<file path="config.mk">
export PLATFORM = sky130hd
export DESIGN_NAME = acc_conv_ctrl
export DESIGN_NICKNAME = d
export VERILOG_FILES = /design/src/acc_pkg.sv /design/src/acc_conv_ctrl.sv
export SDC_FILE = /design/constraint.sdc
export NUM_CORES = 1
export LEC_CHECK = 0
export BUFFER_PORTS_ARGS = -buffer_cell sky130_fd_sc_hd__clkbuf_2
export CORE_UTILIZATION = 58
export DETAILED_ROUTE_END_ITERATION = 7
export PLACE_DENSITY = 0.87
export SYNTH_ARGS = -nofsm -noshare
export SYNTH_HDL_FRONTEND = slang
export SYNTH_SLANG_ARGS = --single-unit
</file>
<file path="constraint.sdc">
create_clock -name CLK -period 8.15 [get_ports CLK]
set_clock_uncertainty 0.15 [all_clocks]
set_input_delay 1.2225 -clock CLK [delete_from_list [all_inputs] [get_ports CLK]]
set_output_delay 1.2225 -clock CLK [all_outputs]
set_load 0.01 [all_outputs]
</file>
<file path="src/acc_pkg.sv">
// Purpose: shared constants and types for the converter control block
// Assumes: AXI4-Lite register access, 32-bit data, one aligned word per register
// Notes: offsets are byte addresses
package acc_pkg;

  // ****************************************
  // register offsets
  // ****************************************
  localparam logic [7:0] ACC_OFF_CTRL = 8'h00;
  localparam logic [7:0] ACC_OFF_ACCUM = 8'h04;
  localparam logic [7:0] ACC_OFF_CLKREF = 8'h08;
  localparam logic [7:0] ACC_OFF_CHAN = 8'h0C;
  localparam logic [7:0] ACC_OFF_CMD = 8'h10;
  localparam logic [7:0] ACC_OFF_EVT = 8'h14;
  localparam logic [7:0] ACC_OFF_INTMASK = 8'h18;
  localparam logic [7:0] ACC_OFF_INTSTAT = 8'h1C;
  localparam logic [7:0] ACC_OFF_RESULT = 8'h20;
  localparam logic [7:0] ACC_OFF_WINLO = 8'h24;
  localparam logic [7:0] ACC_OFF_WINHI = 8'h28;
  localparam logic [7:0] ACC_OFF_WINCTRL = 8'h2C;

  // ****************************************
  // field positions
  // ****************************************
  localparam int ACC_BIT_ENABLE = 0;
  localparam int ACC_BIT_CONT = 1;
  localparam int ACC_BIT_RES = 2;
  localparam int ACC_BIT_START = 0;
  localparam int ACC_BIT_EVSTART = 0;
  localparam int ACC_BIT_RDY = 0;
  localparam int ACC_BIT_WCMP = 1;
  localparam int ACC_POS_REF = 4;
  localparam int ACC_POS_DLY = 4;
  localparam int ACC_POS_VAR = 8;

  // ****************************************
  // reset values and timing
  // ****************************************
  localparam logic [1:0] ACC_REF_INTERNAL = 2'h0;
  localparam logic [2:0] ACC_RST_DIV = 3'h0;
  localparam int ACC_CONV_CYCLES = 13;
  localparam int ACC_MAX_ACCUM_LOG = 6;

  typedef enum logic [2:0] {
    WIN_NONE = 3'h0,
    WIN_BELOW = 3'h1,
    WIN_ABOVE = 3'h2,
    WIN_INSIDE = 3'h3,
    WIN_OUTSIDE = 3'h4
  } acc_win_e;

  typedef enum logic [2:0] {
    ST_IDLE = 3'b001,
    ST_CONV = 3'b010,
    ST_GAP = 3'b100
  } acc_state_e;

  typedef struct packed {
    logic enable;
    logic cont;
    logic res8;
    logic ev_start;
  } acc_cfg_s;

endpackage

</file>
<file path="src/acc_conv_ctrl.sv">
// Purpose: digital control of a 10-bit successive-approximation converter
// Assumes: analog core samples on SAMPLE_STROBE, delivers bits on SAR_DATA at conversion end
// Notes: one clock domain, AXI4-Lite slave, level interrupt output
//
// Decided for this implementation: the address map and the AXI4-Lite register port.
`timescale 1ns/100ps
`default_nettype none

module acc_conv_ctrl (
  // clock and reset
  input wire logic CLK,
  input wire logic RESET,
  // axi4-lite write
  input wire logic [7:0] AWADDR,
  input wire logic AWVALID,
  output logic AWREADY,
  input wire logic [31:0] WDATA,
  input wire logic [3:0] WSTRB,
  input wire logic WVALID,
  output logic WREADY,
  output logic [1:0] BRESP,
  output logic BVALID,
  input wire logic BREADY,
  // axi4-lite read
  input wire logic [7:0] ARADDR,
  input wire logic ARVALID,
  output logic ARREADY,
  output logic [31:0] RDATA,
  output logic [1:0] RRESP,
  output logic RVALID,
  input wire logic RREADY,
  // event and touch controller
  input wire logic START_EVENT,
  input wire logic TOUCH_ENABLE,
  input wire logic TOUCH_START,
  input wire logic [4:0] TOUCH_CHANNEL,
  // analog core
  input wire logic [9:0] SAR_DATA,
  output logic CONV_CLK,
  output logic SAMPLE_STROBE,
  output logic [4:0] INPUT_CHANNEL_SELECT,
  output logic [1:0] REFERENCE_SELECT,
  output logic ANALOG_ENABLE,
  // interrupt
  output logic IRQ
);
  import acc_pkg::*;

  // ****************************************
  // register storage
  // ****************************************
  acc_cfg_s cfg_ff;
  logic [2:0] accumulate_count_ff;
  logic [3:0] sample_delay_ff;
  logic variation_ff;
  logic [2:0] clock_divider_ff;
  logic [1:0] reference_select_ff;
  logic [4:0] input_channel_select_ff;
  logic start_ff;
  logic [1:0] irq_mask_ff;
  logic [1:0] irq_stat_ff;
  logic [15:0] result_ff;
  logic [15:0] win_lo_ff;
  logic [15:0] win_hi_ff;
  acc_win_e win_mode_ff;
  acc_state_e state_ff;

  // merge strobed bytes over old; called with zero, so unstrobed register bytes write as 0
  function automatic logic [31:0] merge(input logic [31:0] old, input logic [31:0] d,
                                        input logic [3:0] s);
    for (int i = 0; i < 4; i++) begin
      if (s[i]) old[i*8 +: 8] = d[i*8 +: 8];
    end
    return old;
  endfunction

  // ****************************************
  // axi4-lite slave
  // ****************************************
  logic aw_held_ff, w_held_ff;
  logic [7:0] aw_addr_ff;
  logic [31:0] w_data_ff;
  logic [3:0] w_strb_ff;
  logic wr_go, rd_go;
  logic [31:0] wd;
  logic [31:0] rd_val;
  logic rd_hit;

  assign AWREADY = !aw_held_ff && !BVALID;
  assign WREADY = !w_held_ff && !BVALID;
  assign ARREADY = !RVALID;
  assign wr_go = aw_held_ff && w_held_ff && !BVALID;
  assign rd_go = ARVALID && ARREADY;
  assign wd = merge(32'h0000_0000, w_data_ff, w_strb_ff);

  // address and data captured in either order
  always_ff @(posedge CLK or posedge RESET) begin
    if (RESET) begin
      aw_held_ff <= 1'b0;
      w_held_ff <= 1'b0;
      aw_addr_ff <= 8'h00;
      w_data_ff <= 32'h0000_0000;
      w_strb_ff <= 4'h0;
      BVALID <= 1'b0;
      BRESP <= 2'h0;
    end else begin
      if (AWVALID && AWREADY) begin
        aw_held_ff <= 1'b1;
        aw_addr_ff <= AWADDR;
      end
      if (WVALID && WREADY) begin
        w_held_ff <= 1'b1;
        w_data_ff <= WDATA;
        w_strb_ff <= WSTRB;
      end
      if (wr_go) begin
        aw_held_ff <= 1'b0;
        w_held_ff <= 1'b0;
        BVALID <= 1'b1;
        BRESP <= (aw_addr_ff > ACC_OFF_WINCTRL || aw_addr_ff[1:0] != 2'h0) ? 2'h2 : 2'h0;
      end else if (BVALID && BREADY) begin
        BVALID <= 1'b0;
      end
    end
  end

  // read mux of the mapped words
  always_comb begin
    rd_hit = 1'b1;
    rd_val = 32'h0000_0000;
    case (ARADDR)
      ACC_OFF_CTRL: rd_val = {29'h0, cfg_ff.res8, cfg_ff.cont, cfg_ff.enable};
      ACC_OFF_ACCUM: rd_val = {23'h0, variation_ff, sample_delay_ff, 1'b0, accumulate_count_ff};
      ACC_OFF_CLKREF: rd_val = {26'h0, reference_select_ff, 1'b0, clock_divider_ff};
      ACC_OFF_CHAN: rd_val = {27'h0, input_channel_select_ff};
      ACC_OFF_CMD: rd_val = {31'h0, start_ff};
      ACC_OFF_EVT: rd_val = {31'h0, cfg_ff.ev_start};
      ACC_OFF_INTMASK: rd_val = {30'h0, irq_mask_ff};
      ACC_OFF_INTSTAT: rd_val = {30'h0, irq_stat_ff};
      ACC_OFF_RESULT: rd_val = {16'h0, result_ff};
      ACC_OFF_WINLO: rd_val = {16'h0, win_lo_ff};
      ACC_OFF_WINHI: rd_val = {16'h0, win_hi_ff};
      ACC_OFF_WINCTRL: rd_val = {29'h0, win_mode_ff};
      default: rd_hit = 1'b0;
    endcase
  end

  // read answer one cycle after address
  always_ff @(posedge CLK or posedge RESET) begin
    if (RESET) begin
      RVALID <= 1'b0;
      RDATA <= 32'h0000_0000;
      RRESP <= 2'h0;
    end else if (rd_go) begin
      RVALID <= 1'b1;
      RDATA <= rd_val;
      RRESP <= rd_hit ? 2'h0 : 2'h2;
    end else if (RVALID && RREADY) begin
      RVALID <= 1'b0;
    end
  end

  logic wr_cmd, wr_stat, res_read;
  assign wr_cmd = wr_go && aw_addr_ff == ACC_OFF_CMD && wd[ACC_BIT_START];
  assign wr_stat = wr_go && aw_addr_ff == ACC_OFF_INTSTAT;
  assign res_read = rd_go && ARADDR == ACC_OFF_RESULT;

  // configuration words
  always_ff @(posedge CLK or posedge RESET) begin
    if (RESET) begin
      cfg_ff <= '0;
      accumulate_count_ff <= 3'h0;
      sample_delay_ff <= 4'h0;
      variation_ff <= 1'b0;
      clock_divider_ff <= ACC_RST_DIV;
      reference_select_ff <= ACC_REF_INTERNAL;
      input_channel_select_ff <= 5'h00;
      irq_mask_ff <= 2'h0;
      win_lo_ff <= 16'h0000;
      win_hi_ff <= 16'h0000;
      win_mode_ff <= WIN_NONE;
    end else if (wr_go) begin
      case (aw_addr_ff)
        ACC_OFF_CTRL: begin
          cfg_ff.enable <= wd[ACC_BIT_ENABLE];
          cfg_ff.cont <= wd[ACC_BIT_CONT];
          cfg_ff.res8 <= wd[ACC_BIT_RES];
        end
        ACC_OFF_ACCUM: begin
          accumulate_count_ff <= (wd[2:0] > 3'(ACC_MAX_ACCUM_LOG)) ? 3'(ACC_MAX_ACCUM_LOG)
                                                                  : wd[2:0];
          sample_delay_ff <= wd[ACC_POS_DLY +: 4];
          variation_ff <= wd[ACC_POS_VAR];
        end
        ACC_OFF_CLKREF: begin
          clock_divider_ff <= wd[2:0];
          reference_select_ff <= wd[ACC_POS_REF +: 2];
        end
        ACC_OFF_CHAN: input_channel_select_ff <= wd[4:0];
        ACC_OFF_EVT: cfg_ff.ev_start <= wd[ACC_BIT_EVSTART];
        ACC_OFF_INTMASK: irq_mask_ff <= wd[1:0];
        ACC_OFF_WINLO: win_lo_ff <= wd[15:0];
        ACC_OFF_WINHI: win_hi_ff <= wd[15:0];
        ACC_OFF_WINCTRL: win_mode_ff <= acc_win_e'(wd[2:0]);
        default: ;
      endcase
    end
  end

  // ****************************************
  // triggers and prescaler
  // ****************************************
  logic ev_s1_ff, ev_s2_ff, ev_s3_ff, ts_s1_ff, ts_s2_ff, te_s1_ff, te_s2_ff;
  always_ff @(posedge CLK or posedge RESET) begin
    if (RESET) begin
      {ev_s1_ff, ev_s2_ff, ev_s3_ff} <= 3'h0;
      {ts_s1_ff, ts_s2_ff, te_s1_ff, te_s2_ff} <= 4'h0;
    end else begin
      ev_s1_ff <= START_EVENT;
      ev_s2_ff <= ev_s1_ff;
      ev_s3_ff <= ev_s2_ff;
      ts_s1_ff <= TOUCH_START;
      ts_s2_ff <= ts_s1_ff;
      te_s1_ff <= TOUCH_ENABLE;
      te_s2_ff <= te_s1_ff;
    end
  end

  logic enabled, trigger, busy;
  assign enabled = cfg_ff.enable || te_s2_ff;
  // touch controller owns the trigger path while it is enabled
  assign trigger = te_s2_ff ? ts_s2_ff
                 : (wr_cmd || (cfg_ff.ev_start && ev_s2_ff && !ev_s3_ff));
  assign busy = state_ff != ST_IDLE;

  // divider held at zero when idle so start delay stays fixed
  logic [7:0] pre_ff;
  logic [7:0] half;
  logic tick;
  assign half = 8'(1) << clock_divider_ff;
  assign tick = pre_ff == half - 8'h01 && CONV_CLK;
  always_ff @(posedge CLK or posedge RESET) begin
    if (RESET) begin
      pre_ff <= 8'h00;
      CONV_CLK <= 1'b0;
    end else if (!enabled || !busy) begin
      pre_ff <= 8'h00;
      CONV_CLK <= 1'b0;
    end else if (pre_ff == half - 8'h01) begin
      pre_ff <= 8'h00;
      CONV_CLK <= !CONV_CLK;
    end else begin
      pre_ff <= pre_ff + 8'h01;
    end
  end

  // ****************************************
  // conversion sequencer
  // ****************************************
  logic [3:0] cyc_ff;
  logic [6:0] smp_ff;
  logic [15:0] acc_ff;
  logic [7:0] lfsr_ff;
  logic [4:0] gap_ff;
  logic [9:0] sample;
  logic last_cyc, last_smp, done;
  assign sample = cfg_ff.res8 ? {2'h0, SAR_DATA[9:2]} : SAR_DATA;
  assign last_cyc = tick && cyc_ff == 4'(ACC_CONV_CYCLES - 1);
  assign last_smp = smp_ff == (7'(1) << accumulate_count_ff) - 7'h01;
  assign done = state_ff == ST_CONV && last_cyc && last_smp;
  assign SAMPLE_STROBE = state_ff == ST_CONV && tick && cyc_ff == 4'h1;

  always_ff @(posedge CLK or posedge RESET) begin
    if (RESET) begin
      state_ff <= ST_IDLE;
      cyc_ff <= 4'h0;
      smp_ff <= 7'h00;
      acc_ff <= 16'h0000;
      gap_ff <= 5'h00;
      start_ff <= 1'b0;
      result_ff <= 16'h0000;
      lfsr_ff <= 8'h01;
    end else begin
      lfsr_ff <= {lfsr_ff[6:0], lfsr_ff[7] ^ lfsr_ff[5] ^ lfsr_ff[4] ^ lfsr_ff[3]};
      if (!enabled) begin
        state_ff <= ST_IDLE;
        start_ff <= 1'b0;
        acc_ff <= 16'h0000;
        smp_ff <= 7'h00;
        cyc_ff <= 4'h0;
      end else begin
        case (state_ff)
          ST_IDLE: if (trigger) begin
            state_ff <= ST_CONV;
            start_ff <= 1'b1;
            cyc_ff <= 4'h0;
            smp_ff <= 7'h00;
            acc_ff <= 16'h0000;
          end
          ST_CONV: if (tick) begin
            cyc_ff <= cyc_ff + 4'h1;
            if (last_cyc) begin
              cyc_ff <= 4'h0;
              if (last_smp) begin
                result_ff <= acc_ff + {6'h00, sample};
                acc_ff <= 16'h0000;
                smp_ff <= 7'h00;
                start_ff <= cfg_ff.cont && !te_s2_ff;
                state_ff <= (cfg_ff.cont && !te_s2_ff) ? ST_CONV : ST_IDLE;
              end else begin
                acc_ff <= acc_ff + {6'h00, sample};
                smp_ff <= smp_ff + 7'h01;
                // small random stretch avoids locking onto noise harmonics
                gap_ff <= {1'b0, sample_delay_ff} + (variation_ff ? {3'h0, lfsr_ff[1:0]}
                                                                  : 5'h00);
                state_ff <= ST_GAP;
              end
            end
          end
          ST_GAP: if (tick) begin
            if (gap_ff == 5'h00) state_ff <= ST_CONV;
            else gap_ff <= gap_ff - 5'h01;
          end
          default: state_ff <= ST_IDLE;
        endcase
      end
    end
  end

  // ****************************************
  // analog selections and interrupts
  // ****************************************
  // touch controller steers the channel outright; register picks wait for a safe point
  always_ff @(posedge CLK or posedge RESET) begin
    if (RESET) begin
      INPUT_CHANNEL_SELECT <= 5'h00;
      REFERENCE_SELECT <= ACC_REF_INTERNAL;
      ANALOG_ENABLE <= 1'b0;
    end else begin
      ANALOG_ENABLE <= enabled;
      if (te_s2_ff) begin
        INPUT_CHANNEL_SELECT <= TOUCH_CHANNEL;
      end else if (enabled && (!busy || done)) begin
        INPUT_CHANNEL_SELECT <= input_channel_select_ff;
        REFERENCE_SELECT <= reference_select_ff;
      end
    end
  end

  logic [15:0] newres;
  logic win_hit;
  assign newres = acc_ff + {6'h00, sample};
  always_comb begin
    case (win_mode_ff)
      WIN_BELOW: win_hit = newres < win_lo_ff;
      WIN_ABOVE: win_hit = newres > win_hi_ff;
      WIN_INSIDE: win_hit = newres >= win_lo_ff && newres <= win_hi_ff;
      WIN_OUTSIDE: win_hit = newres < win_lo_ff || newres > win_hi_ff;
      default: win_hit = 1'b0;
    endcase
  end

  // sticky flags, set beats clear
  always_ff @(posedge CLK or posedge RESET) begin
    if (RESET) begin
      irq_stat_ff <= 2'h0;
    end else begin
      if (wr_stat) irq_stat_ff <= irq_stat_ff & ~wd[1:0];
      if (res_read) irq_stat_ff[ACC_BIT_RDY] <= 1'b0;
      if (done) irq_stat_ff[ACC_BIT_RDY] <= 1'b1;
      if (done && win_hit) irq_stat_ff[ACC_BIT_WCMP] <= 1'b1;
    end
  end

  assign IRQ = |(irq_stat_ff & irq_mask_ff);
endmodule

`default_nettype wire

</file>
# == After elaboration in Yosys (flattened, before gate mapping) ==
# Cells that the tools add are included.
# W data, S select, Z words.
# op_classes
bitwise_logic,7
eq_ne,45
n_lt_le_gt_ge,6
n_shift,2
n_addsub,8
n_mux,67
n_reduce_logical,71
# op_table
cell,count
$pmux W16 S12,1
$mux W16,5
$eq A8 B5 Y1 const B,8
$eq A8 B6 Y1 const B,7
$mux W5,7
$mux W7,5
$eq A8 B4 Y1 const B,4
$mux W8,4
$pmux W16 S2,1
$logic_and A1 B1 Y1,25
$mux W3,8
$mux W1,20
$reduce_and A2 Y1,10
$ne A3 B3 Y1 const B,6
$reduce_bool A2 Y1,9
$add A16 B10 Y16,1
$eq A8 B3 Y1 const B,2
$ge A16 B16 Y1,1
$gt A16 B16 Y1,1
$le A16 B16 Y1,1
$logic_not A8 Y1,2
$lt A16 B16 Y1,1
$mux W4,4
$reduce_and A5 Y1,3
41 further kinds,70
# word_totals
inputBits,77
regBits,211

# == Logic depth before layout (Yosys ltp) ==
# Gate-level depths: netlist of run 1.
# depth
word_depth,11
ltp_mapped,20
mapped_depth_nobuf,19

# == Least setup slack after synthesis of run 1 ==
# OpenSTA, ideal clock, no wires.
# synth_path
kind,input-to-reg
from,input SAR_DATA[2]
to,register irq_stat_ff[1]
required_ns,7.917
setup_ns,0.083
path_stages,18
arrival_ns,5.240
path_slack_ns,2.677
path_buffers,0
cell_sequence,mux2_2 ha_1 fa_1 a21oi_1 o211ai_1 o41ai_1 nor2_1 a211oi_1 nand3b_1 xnor2_1 ha_1 nand4_1 or4_1 o221ai_1 o31a_1 nor4bb_1 nor3_1 o21ai_0
# synth_via
elab_chain_len,7
word_cells_on_any_way,12
# synth_lines
item,line_no,text
from (decl),acc_conv_ctrl.sv:38,"input wire logic [9:0] SAR_DATA,"
$mux W10 (*),acc_conv_ctrl.sv:267,"assign sample = cfg_ff.res8 ? {2'h0, SAR_DATA[9:2]} : SAR_DATA;"
$add A16 B10 Y16 (*),acc_conv_ctrl.sv:352,"assign newres = acc_ff + {6'h00, sample};"
via newres[12],acc_conv_ctrl.sv:350,logic [15:0] newres;
"$lt A16 B16 Y1, or another cell as far along","acc_conv_ctrl.sv:355, acc_conv_ctrl.sv:358",
$logic_or A1 B1 Y1 or $logic_and A1 B1 Y1 (tied branches),"acc_conv_ctrl.sv:358, acc_conv_ctrl.sv:357",
$pmux W1 S4 (*),acc_conv_ctrl.sv:354,case (win_mode_ff)
$logic_and A1 B1 Y1 (*),acc_conv_ctrl.sv:371,if (done && win_hit) irq_stat_ff[ACC_BIT_WCMP] <= 1'b1;
$mux W1 or $reduce_bool A2 Y1 (tied branches),--,
to (signal assigned),acc_conv_ctrl.sv:368,if (wr_stat) irq_stat_ff <= irq_stat_ff & ~wd[1:0];
to (decl),acc_conv_ctrl.sv:61,logic [1:0] irq_stat_ff;
# The timed path passes the listed nets; every way through them passes the cells marked *.
# A chain may end at the register's enable or synchronous reset.

# == Final worst setup path of run 1 ==
# Ends and elaborated chain as after synthesis.

==> impl_results.md, run 1 <==
- Leak: 5.233 nW
- Psw: roughly 0.00095 W
- RSZ-0062 raised after global routing: no
- CP Class: in -> reg
- CTS resizes: 0
- Outcome: completed
- Gate power share: 0.261
- Die height: 135.3 µm
- H-tree levels: 4
- Layout area overhead: 10.87%
- Slew Viols, Final: 0
- Synth Area per Inst: 9.868 µm²
- Main flop type after synthesis: dfrtp_1
- HPWL Detailed: 17590 µm
- Crit Path Max Fanout: 6
- WHS Endpoint: te_s2_ff
- DR vias/cell: a little over 6
- I/O pins: 129
- Total of max-cap violations: 0
- Antenna violations before repair: 0
- Synth area leaders: dfrtp_1 46%, ha_1 6.3%, nand2_1 5.3%
- Synth Instances: 1044
- TritonCTS clock tree: done
- Fin crit share: 0.7283
- Global-route wire length before repair: 40440 µm
- Complex-gate fraction of the synthesized area: 0.1521
- Seq/Total Area, Yosys: 0.4690
- Largest family of logic cells by synthesized area: simple AND/OR/NAND/NOR gates
- Antenna diodes: 0
- # setup viols final: 0
- Clk_lat worst skew: 0.44 ns
- Synth Area in Simple Gates: 0.1602
- First-pass DRT Iterations: 8
- Clk slew on worst S/H paths: 0.07 ns
- Pin count of the biggest net entering global routing: 133
- CP endpoint kind: flip-flop
- Number of nets with antenna violations after routing: 0
- All-layer global routing usage: 0.2877
- Fmax: 0.1685 GHz
- Cell depth of the worst flop-to-flop path: 18
- Core area: ~17000 µm²
- Num CTS Buffers: 17
- CTS Hold Buffers Added: 0
- Critical register-to-register path startpoint: cfg_ff[1]
- Cell variety after synth: 77
- Yosys warnings: 0
- Routability Congestion: 0.9119
- Flops & latches, synth: between 150 and 200
- Synth top area share: 0.4639
- Row cnt: 48
- Synth async-reset ratio: 1.000
- CP startpoint: SAR_DATA[2]
- Clock buffer depth: 2
- Hold Path Cell Cnt: 0
- Number of flops mapped to enable cells by yosys: 0
- Peak VDD IR: 0.0001888 V
- Fin nets: 1251
- CP Data Required Time: 8.31 ns
- Fin. Hold Viols: 0
- Clk pwr share: 0.292
- WL per Instance: 18.50 µm
- Post-synthesis adder-cell area fraction: 0.06704
- Critical R2R Capture: irq_stat_ff[1]
- Sw frac: 0.3413
- Die width: 135.3 µm
- Crit path time final: 5.936 ns
- Synth area leader: dfrtp_1
- Cell-internal power: 0.001831 W
- Slew margin rel.: 0.1572
- CTS sink cnt: around 190
- Clk root buf: clkbuf_16
- Mapped Area: 10300 µm²
- Post-synthesis mux area share: 0.07093
- Flop pwr share: 0.447
- Layout cells sized above 1: 0.1670
- Routed wire length: 25100 µm
- Drt initial violations: 900
- Placed Cells: 1326
- Final setup TNS: 0 ns
- Post-Layout Cell Count: around 1400
- Least-Margin Pin Slew: 1.255 ns
- Buffers added on ports: 92
- Pwr Density: 243.3 nW/µm²
- Die ar.: between 15000 and 20000 µm²
- Number of global-route vias before repair: roughly 8100
- GR Overflow Total: 0
- Beginning of the worst hold path: te_s1_ff
- Min-delay worst type: reg -> reg
- Setup bufs post-CTS: 0
- Startpoint Class: primary input
- Vias: 8305
- Initial core utilization: 0.5956
- Post-route DRC: 0
- Arr. time, crit path: roughly 6 ns
- Reg2Reg Setup Slack: 2.29 ns
- Post-Synth XOR/XNOR Area: 0.02975
placed cells by master, fill, tap and decap left out, types with 5 or more instances in the layout:
cell type / instances
clkbuf_2: 92
a222oi_1: 16
mux2_1: 8
and3_1: 7
clkbuf_16: 17
ha_1: 52
nor2b_1: 13
nor4_1: 6
nand4_1: 12
nor3b_1: 5
dfrtp_1: 191
mux2i_1: 10
a21oi_1: 37
xnor2_1: 24
a21o_1: 14
mux2_2: 48
o211ai_1: 7
a211oi_1: 5
nand3_1: 26
nor3_1: 12
o21ai_0: 96
and2_1: 7
conb_1: 18
nand2_1: 145
inv_1: 60
nor2_1: 63
nand3b_1: 8
a31oi_1: 6
a22o_1: 15
nand2b_1: 5
xor2_1: 11
per-layer routing:
metal	global-route usage	vias to the layer above	wire, µm	share of wire
met1	0.3849	4034	10730	0.43
li1	-	3832	-	-
met4	0.1211	0	829	0.033
met3	0.06397	63	1829	0.073
met5	0	-	0	0
met2	0.4527	376	11710	0.47
worst max-delay path by stage:
stage | to | slack (ns) | cells past startpoint
detailed placement | irq_stat_ff[1] | 1.81 | 19
finish | irq_stat_ff[1] | 2.21 | 19
CTS | irq_stat_ff[1] | 2.22 | 19
floorplan | ANALOG_ENABLE | 1.53 | 1
global route | irq_stat_ff[1] | 1.72 | 19
global placement | irq_stat_ff[1] | 1.92 | 19
flip-flops by register name, summed over array words and instances, names as in the netlist, 3 cells and up:
register	flops
w_data_ff	16
pre_ff	8
cyc_ff	4
cfg_ff	4
RDATA	16
lfsr_ff	8
accumulate_count_ff	3
win_hi_ff	16
gap_ff	5
result_ff	16
aw_addr_ff	8
acc_ff	16
state_ff	3
smp_ff	7
INPUT_CHANNEL_SELECT	5
sample_delay_ff	4
win_lo_ff	16
clock_divider_ff	3
win_mode_ff	3
input_channel_select_ff	5
cells by family after synthesis:
logic type | Yosys count
AND/OR/NAND/NOR | 338
flip-flops | 193
multiplexers | 66
XOR/XNOR | 35
AO/OA/AOI/OAI | 241
other | 1
adder cells (fa/ha/maj) | 54
buffers and inverters | 116
area by class of cell:
cell class,count,area [µm²]
multi-input combinational,752,5027
sequential,193,4832
inverter,61,236.5
fill,1331,5874
clock buffer,22,464.2
timing repair buffer,95,483.0
clock inverter,9,97.59
tap,225,281.5
cells in the mapped netlist (5+ instances only):
library cell,number
dfrtp_1,191
nand2_1,145
o21ai_0,96
nor2_1,63
inv_1,61
ha_1,52
mux2_2,48
a21oi_1,37
clkbuf_1,28
nand3_1,26
xnor2_1,24
buf_4,19
a222oi_1,16
a22o_1,15
a21o_1,14
nor2b_1,13
nand4_1,12
nor3_1,12
xor2_1,11
mux2i_1,10
mux2_1,8
nand3b_1,8
and2_1,7
and3_1,7
nor4_1,7
o211ai_1,7
a31oi_1,6
buf_2,6
a211oi_1,5
nand2b_1,5
nor3b_1,5
worst max-delay path: stages:
cell and delay (ns):
clkbuf_2 0.09, mux2_2 0.27, ha_1 0.22, fa_1 0.41
a21oi_1 0.18, o211ai_1 0.15, o41ai_1 0.45, nor2_1 0.10
a211oi_1 0.66, nor2_1 0.15, xnor2_1 0.40, ha_1 0.33
nand4_1 0.15, a21oi_1 0.05, or4_1 0.58, o2111ai_1 0.22
mux2i_1 0.09, nor3_1 0.23, o21ai_0 0.12
per-stage QoR:
step             util  hold slack (ns)  instance area, µm²  power (W)  setup WS (ns)
6_report       0.6604           0.2005               11420   0.002779          2.214
5_1_grt        0.6604           0.2037               11420   0.002911          1.715
4_1_cts        0.6604           0.2017               11420   0.002771          2.220
3_5_place_dp   0.6279           0.1879               10860   0.001958          1.814
3_3_place_gp   0.6279           0.1839               10860   0.001919          1.917
2_1_floorplan       -           0.1812               10370   0.001756          1.525
power by group through the flow:
| stage | registers, W | clock network (W) | logic [W] |
|---|---|---|---|
| 2_1_floorplan | 0.00119 | 0 | 0.000562 |
| 3_3_place_gp | 0.00124 | 0 | 0.000676 |
| 3_5_place_dp | 0.00125 | 0 | 0.000707 |
| 4_1_cts | 0.00124 | 0.000814 | 0.000722 |
| 5_1_grt | 0.00126 | 0.000849 | 0.000799 |
| 6_report | 0.00124 | 0.000813 | 0.000726 |
Power figures use the tool's default switching activity.
==> run 2, diff against run 1 <==
Settings changed: ABC_AREA from default to 1, CORE_UTILIZATION 58 to 53, PLACE_DENSITY 0.87 to 0.84.
Clock period 8.15 ns to 5.1 ns, I/O delays scaled along.
==> run 2 against run 1 <==
  * Clock power increased by 57%
  * Synthesized cell count increased by 24%
  * Global-route usage decreased by 3.3 points
==> impl_results.md, run 2 <==
- Outcome: completed
- Fin nets: 1504 (+20%)
- Total of max-cap violations: 0 (unchanged)
- CP endpoint kind: flip-flop
- Slew Viols, Final: 0 (unchanged)
- TritonCTS clock tree: done
- CTS resizes: 0 (unchanged)
- Routed wire length: 24520 µm (-2.3%)
- Clk_lat worst skew: 0.45 ns (about the same)
- Most frequent cells in the layout: 395 x nand2_1, 191 x dfrtp_1, 134 x inv_1
- Flops & latches, synth: 193 (unchanged)
- Top cells by count, synth: 395 x nand2_1, 191 x dfrtp_1, 135 x inv_1
- Leak: 5.828 nW (+11%)
- Hold Path Cell Cnt: 0 (unchanged)
- Beginning of the worst hold path: ts_s1_ff
- Hold slack final: 0.1992 ns (-0.001294 ns)
- CTS sink cnt: 193 (unchanged)
- CP Class: reg -> reg
- Setup bufs post-CTS: 0 (unchanged)
- CP Cell Sequence: clkinv_1 > nand2_1 > o21ai_0 > ha_1 > a21oi_1 > o21ai_0 > nand2_1 > nand3_1 > nand3_1 > xnor2_1 > ha_1 > a21oi_1 > o21ai_0 > a21oi_1 > nand2_1 > nand3_1 > nand2_1 > inv_1 > nand2_1 > nand2_1 > nand2_1 > nand2_1 > nand2_1
- H-tree levels: 4 (unchanged)
- Synth Area per Inst: 8.164 µm² (-17%)
- Pin count of the biggest net entering global routing: 166 (+25%)
- Clock buffer depth: 2 (unchanged)
- Clk pwr share: 0.329 (+0.037)
- WL per Instance: 14.85 µm (-20%)
- Row cnt: 51 (+6.3%)
- Startpoint Class: flip-flop
- Mapped Area: 10530 µm² (+2.2%)
- Seq/Total Area, Yosys: 0.4588 (-0.01020)
- Routability Congestion: 0.9261 (+1.6%)
- Fillers: 1667 (+25%)
- Cell-internal power: 0.002603 W (+42%)
- Die width: 143.0 µm (+5.7%)
- Flop pwr share: 0.469 (+0.022)
- Critical register-to-register path startpoint: cfg_ff[1]
- Clk root buf: clkbuf_16
- Post-route DRC: 0 (unchanged)
- Synth async-reset ratio: 1.000 (unchanged)
- Placed Cells: 1619 (+22%)
- Layout area overhead: 10.92% (about the same)
- All-layer global routing usage: 0.2552 (-0.03254)
- Die ar.: 20440 µm² (+12%)
- Post-Layout Cell Count: 1651 (+22%)
- Sw frac: 0.3289 (-0.01243)
- WHS Endpoint: ts_s2_ff
- Drt initial violations: 758 (-16%)
- I/O pins: 129 (unchanged)
- HPWL Detailed: 17920 µm (+1.9%)
- Fin. Hold Viols: 0 (unchanged)
- Synth area leader: dfrtp_1
- Synth top area share: 0.4538 (-0.01009)
- Antenna diodes: 0 (unchanged)
- Arr. time, crit path: 4.49 ns (-1.61 ns)
- Die height: 143.0 µm (+5.7%)
- Buffers added on ports: 92 (unchanged)
- Main flop type after synthesis: dfrtp_1
- CP Data Required Time: 5.29 ns (-3.02 ns)
- Final setup TNS: 0 ns (unchanged)
- DR vias/cell: 5.430 (-11%)
- First-pass DRT Iterations: 5 (-3)
- Critical path depth: 23 (+4)
- Peak VDD IR: 0.0003063 V (+62%)
- Layout cells sized above 1: 0.1212 (-0.04575)
- Number of nets with antenna violations after routing: 0 (unchanged)
- # setup viols final: 0 (unchanged)
- RSZ-0062 raised after global routing: no
- Min-delay worst type: reg -> reg
- Initial core utilization: 0.5411 (-0.05452)
- CTS Hold Buffers Added: 0 (unchanged)
- Antenna violations before repair: 0 (unchanged)
- Number of global-route vias before repair: 8385 (+3.1%)
- Yosys warnings: 0 (unchanged)
- Most numerous cell in the Yosys netlist: nand2_1
- Synth area leaders: dfrtp_1 45%, nand2_1 14%, ha_1 6.2%
- Synth Instances: 1290 (+24%)
- Cell variety after synth: 51 (-34%)
- Number of flops mapped to enable cells by yosys: 0 (unchanged)
- CP max stage delay: 0.54 ns (-0.12 ns)
- Critical R2R Capture: irq_stat_ff[1]
- Core area: 19460 µm² (+13%)
- Psw: 0.001276 W (+34%)
- Reg2Reg Setup Slack: 0.80 ns (-1.49 ns)
- CP Buf/Inv Count: 2 (+1)
- CP most frequent cell: nand2_1
- Least-Margin Pin Slew: 1.085 ns (-0.1697 ns)
- Commonest non-fill, non-tap cell in the layout: nand2_1
- Cell depth of the worst flop-to-flop path: 23 (+5)
- Fmax: about 0.23 GHz
- Num CTS Buffers: 17 (unchanged)
- Slew margin rel.: 0.2579 (+0.1007)
- Pwr Density: 332.0 nW/µm² (+36%)
- Gate power share: 0.202 (-0.059)
- Crit Path Max Fanout: 11 (+5)
- Clk slew on worst S/H paths: 0.07 ns (about the same)
- Crit path time final: 4.301 ns
- Top delay family on crit path: simple AND/OR/NAND/NOR gates
- Global-route wire length before repair: 40650 µm (+0.53%)
- Crit-path slowest cell: dfrtp_1
- Fin crit share: 0.8433
- GR Overflow Total: 0 (unchanged)
- Vias: 8965 (+7.9%)
-- run 2: per-layer routing --
layer	vias up	track usage	wire length (µm)
met5	-	0	0
met3	41	0.04058	1515
li1	4347	-	-
met2	304	0.3926	11160
met4	0	0.08036	471
met1	4273	0.3689	11380
-- run 2: metrics by stage --
step                cell area [µm²]  utilization  power, W  worst slack [ns]
floorplan                     10600            -  0.002415             1.643
global placement              11130       0.5717  0.002593             1.041
detailed placement            11130       0.5717  0.002626            0.9709
CTS                           11680       0.6002  0.003892            0.9352
global route                  11680       0.6002  0.004077            0.4398
finish                        11680       0.6002  0.003878            0.7991
-- run 2: layout make-up --
cell class                      count  area [µm²]  share of cell area
Multi-Input combinational cell    927        4941              0.4230
Timing Repair Buffer               95       495.5             0.04242
Tap cell                          265       331.6             0.02838
Sequential cell                   193        4832              0.4137
Inverter                          139       526.8             0.04509
Clock inverter                     15       128.9             0.01103
Clock buffer                       17       425.4             0.03642
-- run 2: worst register-to-register path: stages, from the launching register on --
cell	delay (ns)
dfrtp_1	0.54
clkinv_1	0.35
nand2_1	0.13
o21ai_0	0.10
ha_1	0.40
a21oi_1	0.11
o21ai_0	0.24
nand2_1	0.10
nand3_1	0.17
nand3_1	0.12
xnor2_1	0.48
ha_1	0.35
a21oi_1	0.19
o21ai_0	0.11
a21oi_1	0.15
nand2_1	0.10
nand3_1	0.07
nand2_1	0.05
inv_1	0.05
nand2_1	0.04
nand2_1	0.05
nand2_1	0.04
nand2_1	0.05
nand2_1	0.04
-- run 2: logic make-up after synthesis --
logic type	Yosys count	share of synthesized area
AND/OR/NAND/NOR	582	0.2321
flip-flops	193	0.4588
multiplexers	21	0.02245
buffers and inverters	187	0.07805
adder cells (fa/ha/maj)	54	0.06558
other	1	0.0003561
AO/OA/AOI/OAI	215	0.1118
XOR/XNOR	37	0.03077
-- run 2: power by group through the flow --
stage,clock network [W],registers [W],logic (W)
floorplan,0,0.00181,0.000605
global placement,0,0.00184,0.000755
detailed placement,0,0.00185,0.000777
CTS,0.00129,0.00182,0.000783
global route,0.00136,0.00184,0.000877
finish,0.00128,0.00182,0.000782
-- run 2: worst max path at each step --
stage	end	slack, ns	start
after global routing	irq_stat_ff[1]	0.44	cfg_ff[1]
after global placement	irq_stat_ff[1]	1.04	cfg_ff[1]
after CTS	irq_stat_ff[1]	0.94	cfg_ff[1]
after detailed placement	irq_stat_ff[1]	0.97	cfg_ff[1]
final	irq_stat_ff[1]	0.80	cfg_ff[1]
after floorplan	irq_stat_ff[1]	1.64	SAR_DATA[0]
==> run 3, diff against run 2 <==
Clock period 5.1 ns to 3.9 ns, I/O delays scaled along.
==> run 3 against run 2 <==
  * Non-clock buffer count grew 20
  * Wire length grew 4.0%
  * Clock power grew 41%
  * Combinational power grew 36%
  * Sequential cell count is the same
  * Cell area grew 2.2%
  * Global-route usage grew 0.44 points
  * Critical path type unchanged
==> impl_results.md, run 3 (synthesized netlist as in run 2, its figures left out) <==
- Pre-CTS setup slack: 0.05788 ns (-0.9131 ns)
- Post-route DRC: 0 (unchanged)
- Antenna diodes: 0 (unchanged)
- CTS Hold Buffers Added: 0 (unchanged)
- Setup WS post-layout: 0.1990 ns (-0.6001 ns)
- Post-route cell area: 11940 µm² (+2.2%)
- TritonCTS clock tree: done
- Die height: 143.0 µm (unchanged)
- Hold slack final: 0.09252 ns (-0.1067 ns)
- Layout area overhead: 13.40%
- # setup viols final: 0 (unchanged)
- DR vias/cell: 5.466 (+0.65%)
- Fin crit share: 0.9490 (+0.1057)
- Pin count of the biggest net entering global routing: 141 (-15%)
- Num CTS Buffers: 17 (unchanged)
- Die width: 143.0 µm (unchanged)
- HPWL Detailed: 18450 µm (+2.9%)
- Routability Congestion: 0.9358 (+1.0%)
- Crit-path slowest cell: dfrtp_1
- Number of nets with antenna violations after routing: 0 (unchanged)
- Total of max-cap violations: 0 (unchanged)
- All-layer global routing usage: 0.2596 (+0.004389)
- Peak VDD IR: 0.0003943 V (+29%)
- CP Data Required Time: 4.13 ns (-1.16 ns)
- Slew Viols, Final: 0 (unchanged)
- Slew margin rel.: 0.2869 (+0.02907)
- CTS sink cnt: 193 (unchanged)
- Global-route wire length before repair: 41170 µm (+1.3%)
- Fmax: 0.2702 GHz (+16%)
- Commonest non-fill, non-tap cell in the layout: nand2_1
- Initial core utilization: 0.5411 (unchanged)
- Leak: 5.961 nW (+2.3%)
- Least-Margin Pin Slew: 1.043 ns (-0.04250 ns)
- GR Overflow Total: 0 (unchanged)
- I/O pins: 129 (unchanged)
- Clock buffer depth: 2 (unchanged)
- Fin nets: 1524 (+1.3%)
- Crit Path Max Fanout: 6 (-5)
- Drt initial violations: 933 (+23%)
- Antenna violations before repair: 0 (unchanged)
- Clk_lat worst skew: 0.45 ns (about the same)
- First-pass DRT Iterations: 7 (+2)
- Row cnt: 51 (unchanged)
- WL per Instance: 15.26 µm (+2.8%)
- Pwr Density: 438.6 nW/µm² (+32%)
- Most frequent cells in the layout: 394 x nand2_1, 191 x dfrtp_1, 134 x inv_1
- CP Cell Sequence: clkinvlp_4 > buf_12 > o21ai_0 > ha_1 > a21oi_1 > nand2_1 > nand3_1 > o2111ai_1 > xor2_2 > ha_1 > nand2_1 > inv_1 > o21ai_0 > a21oi_1 > nor2_2 > nand2_1 > nand2_1 > nand3_1 > a21oi_1 > nand2_1 > nand2_1
- CP max stage delay: 0.40 ns (-0.14 ns)
- Crit path time final: 3.701 ns (-0.5999 ns)
- Arr. time, crit path: 3.93 ns (-0.56 ns)
- Routed wire length: 25500 µm (+4.0%)
- Min-delay worst type: in -> reg
- Clk root buf: clkbuf_16
- Outcome: completed
- Startpoint Class: flip-flop
- CP Class: reg -> reg
- CP most frequent cell: nand2_1
- Layout cells sized above 1: 0.1415 (+0.02032)
- Post-DP Area: 11240 µm² (+1.0%)
- Total power: 0.005238 W (+35%)
- CP endpoint kind: flip-flop
- Clk slew on worst S/H paths: 0.07 ns (about the same)
- Core area: 19460 µm² (unchanged)
- H-tree levels: 4 (unchanged)
- Die ar.: 20440 µm² (unchanged)
- Buffers added on ports: 92 (unchanged)
- Number of global-route vias before repair: 8370 (-0.18%)
- Vias: 9133 (+1.9%)
- Fin. Hold Viols: 0 (unchanged)
- Final setup TNS: 0 ns (unchanged)
[run 3: cell count changes in the layout (fill, tap and decap cells not counted), moves of 3 or more]
cell and delta:
clkinvlp_4 +3, o21ai_0 -4, o21ai_1 +4, buf_4 +19, xor2_2 +3, xor2_1 -3
[run 3: final timing paths]
kind	start	end	slack, ns	cells after the start
max in group asynchronous	RESET	win_hi_ff[11]	2.81	3
min reg2reg	te_s1_ff	te_s2_ff	0.20	0
min in group asynchronous	RESET	input_channel_select_ff[0]	0.15	3
max	cfg_ff[1]	irq_stat_ff[1]	0.20	21
min	START_EVENT	ev_s1_ff	0.09	1
max reg2reg	cfg_ff[1]	irq_stat_ff[1]	0.20	21
[run 3: metrics by stage]
step             util  instances
2_1_floorplan       -       1307
3_3_place_gp   0.5775       1634
3_5_place_dp   0.5775       1634
4_1_cts        0.6082       1666
5_1_grt        0.6136       1671
6_report       0.6136       1671
[run 3: per-layer routing]
layer / GRT usage / share of wire
met3: 0.04762 / 0.072
met5: 0 / 0
met1: 0.3614 / 0.45
met4: 0.08319 / 0.020
met2: 0.4095 / 0.46
[run 3: repair_timing]
action,in CTS,in global routing
endpoints found under the setup margin,0,1
resized for setup,0,16
buffers inserted,0,5
[run 3: where the power goes]
group	switching (W)	leakage, nW	internal (W)
clock network	0.000827	0.278	0.000976
logic	0.000691	3.19	0.000364
registers	0.000157	2.49	0.00222
[run 3: cell type report]
type	count	area, µm²
repair buffers	115	658.1
fillers	1665	7520
clock buffers	19	442.9
well taps	265	331.6
clock inverters	13	153.9
multi-input cells	927	4994
inverters	139	530.5
flip-flops and latches	193	4832
[run 3: worst max-delay path: cells and delay by family (launching register included)]
kind	cells	cell delay, ns
adders and majority gates	2	0.61
DFF	1	0.40
AOI/OAI and AO/OA	6	0.96
buffers and inverters	3	0.38
xor gates and xnor gates	1	0.32
and+or+nand+nor	9	0.82
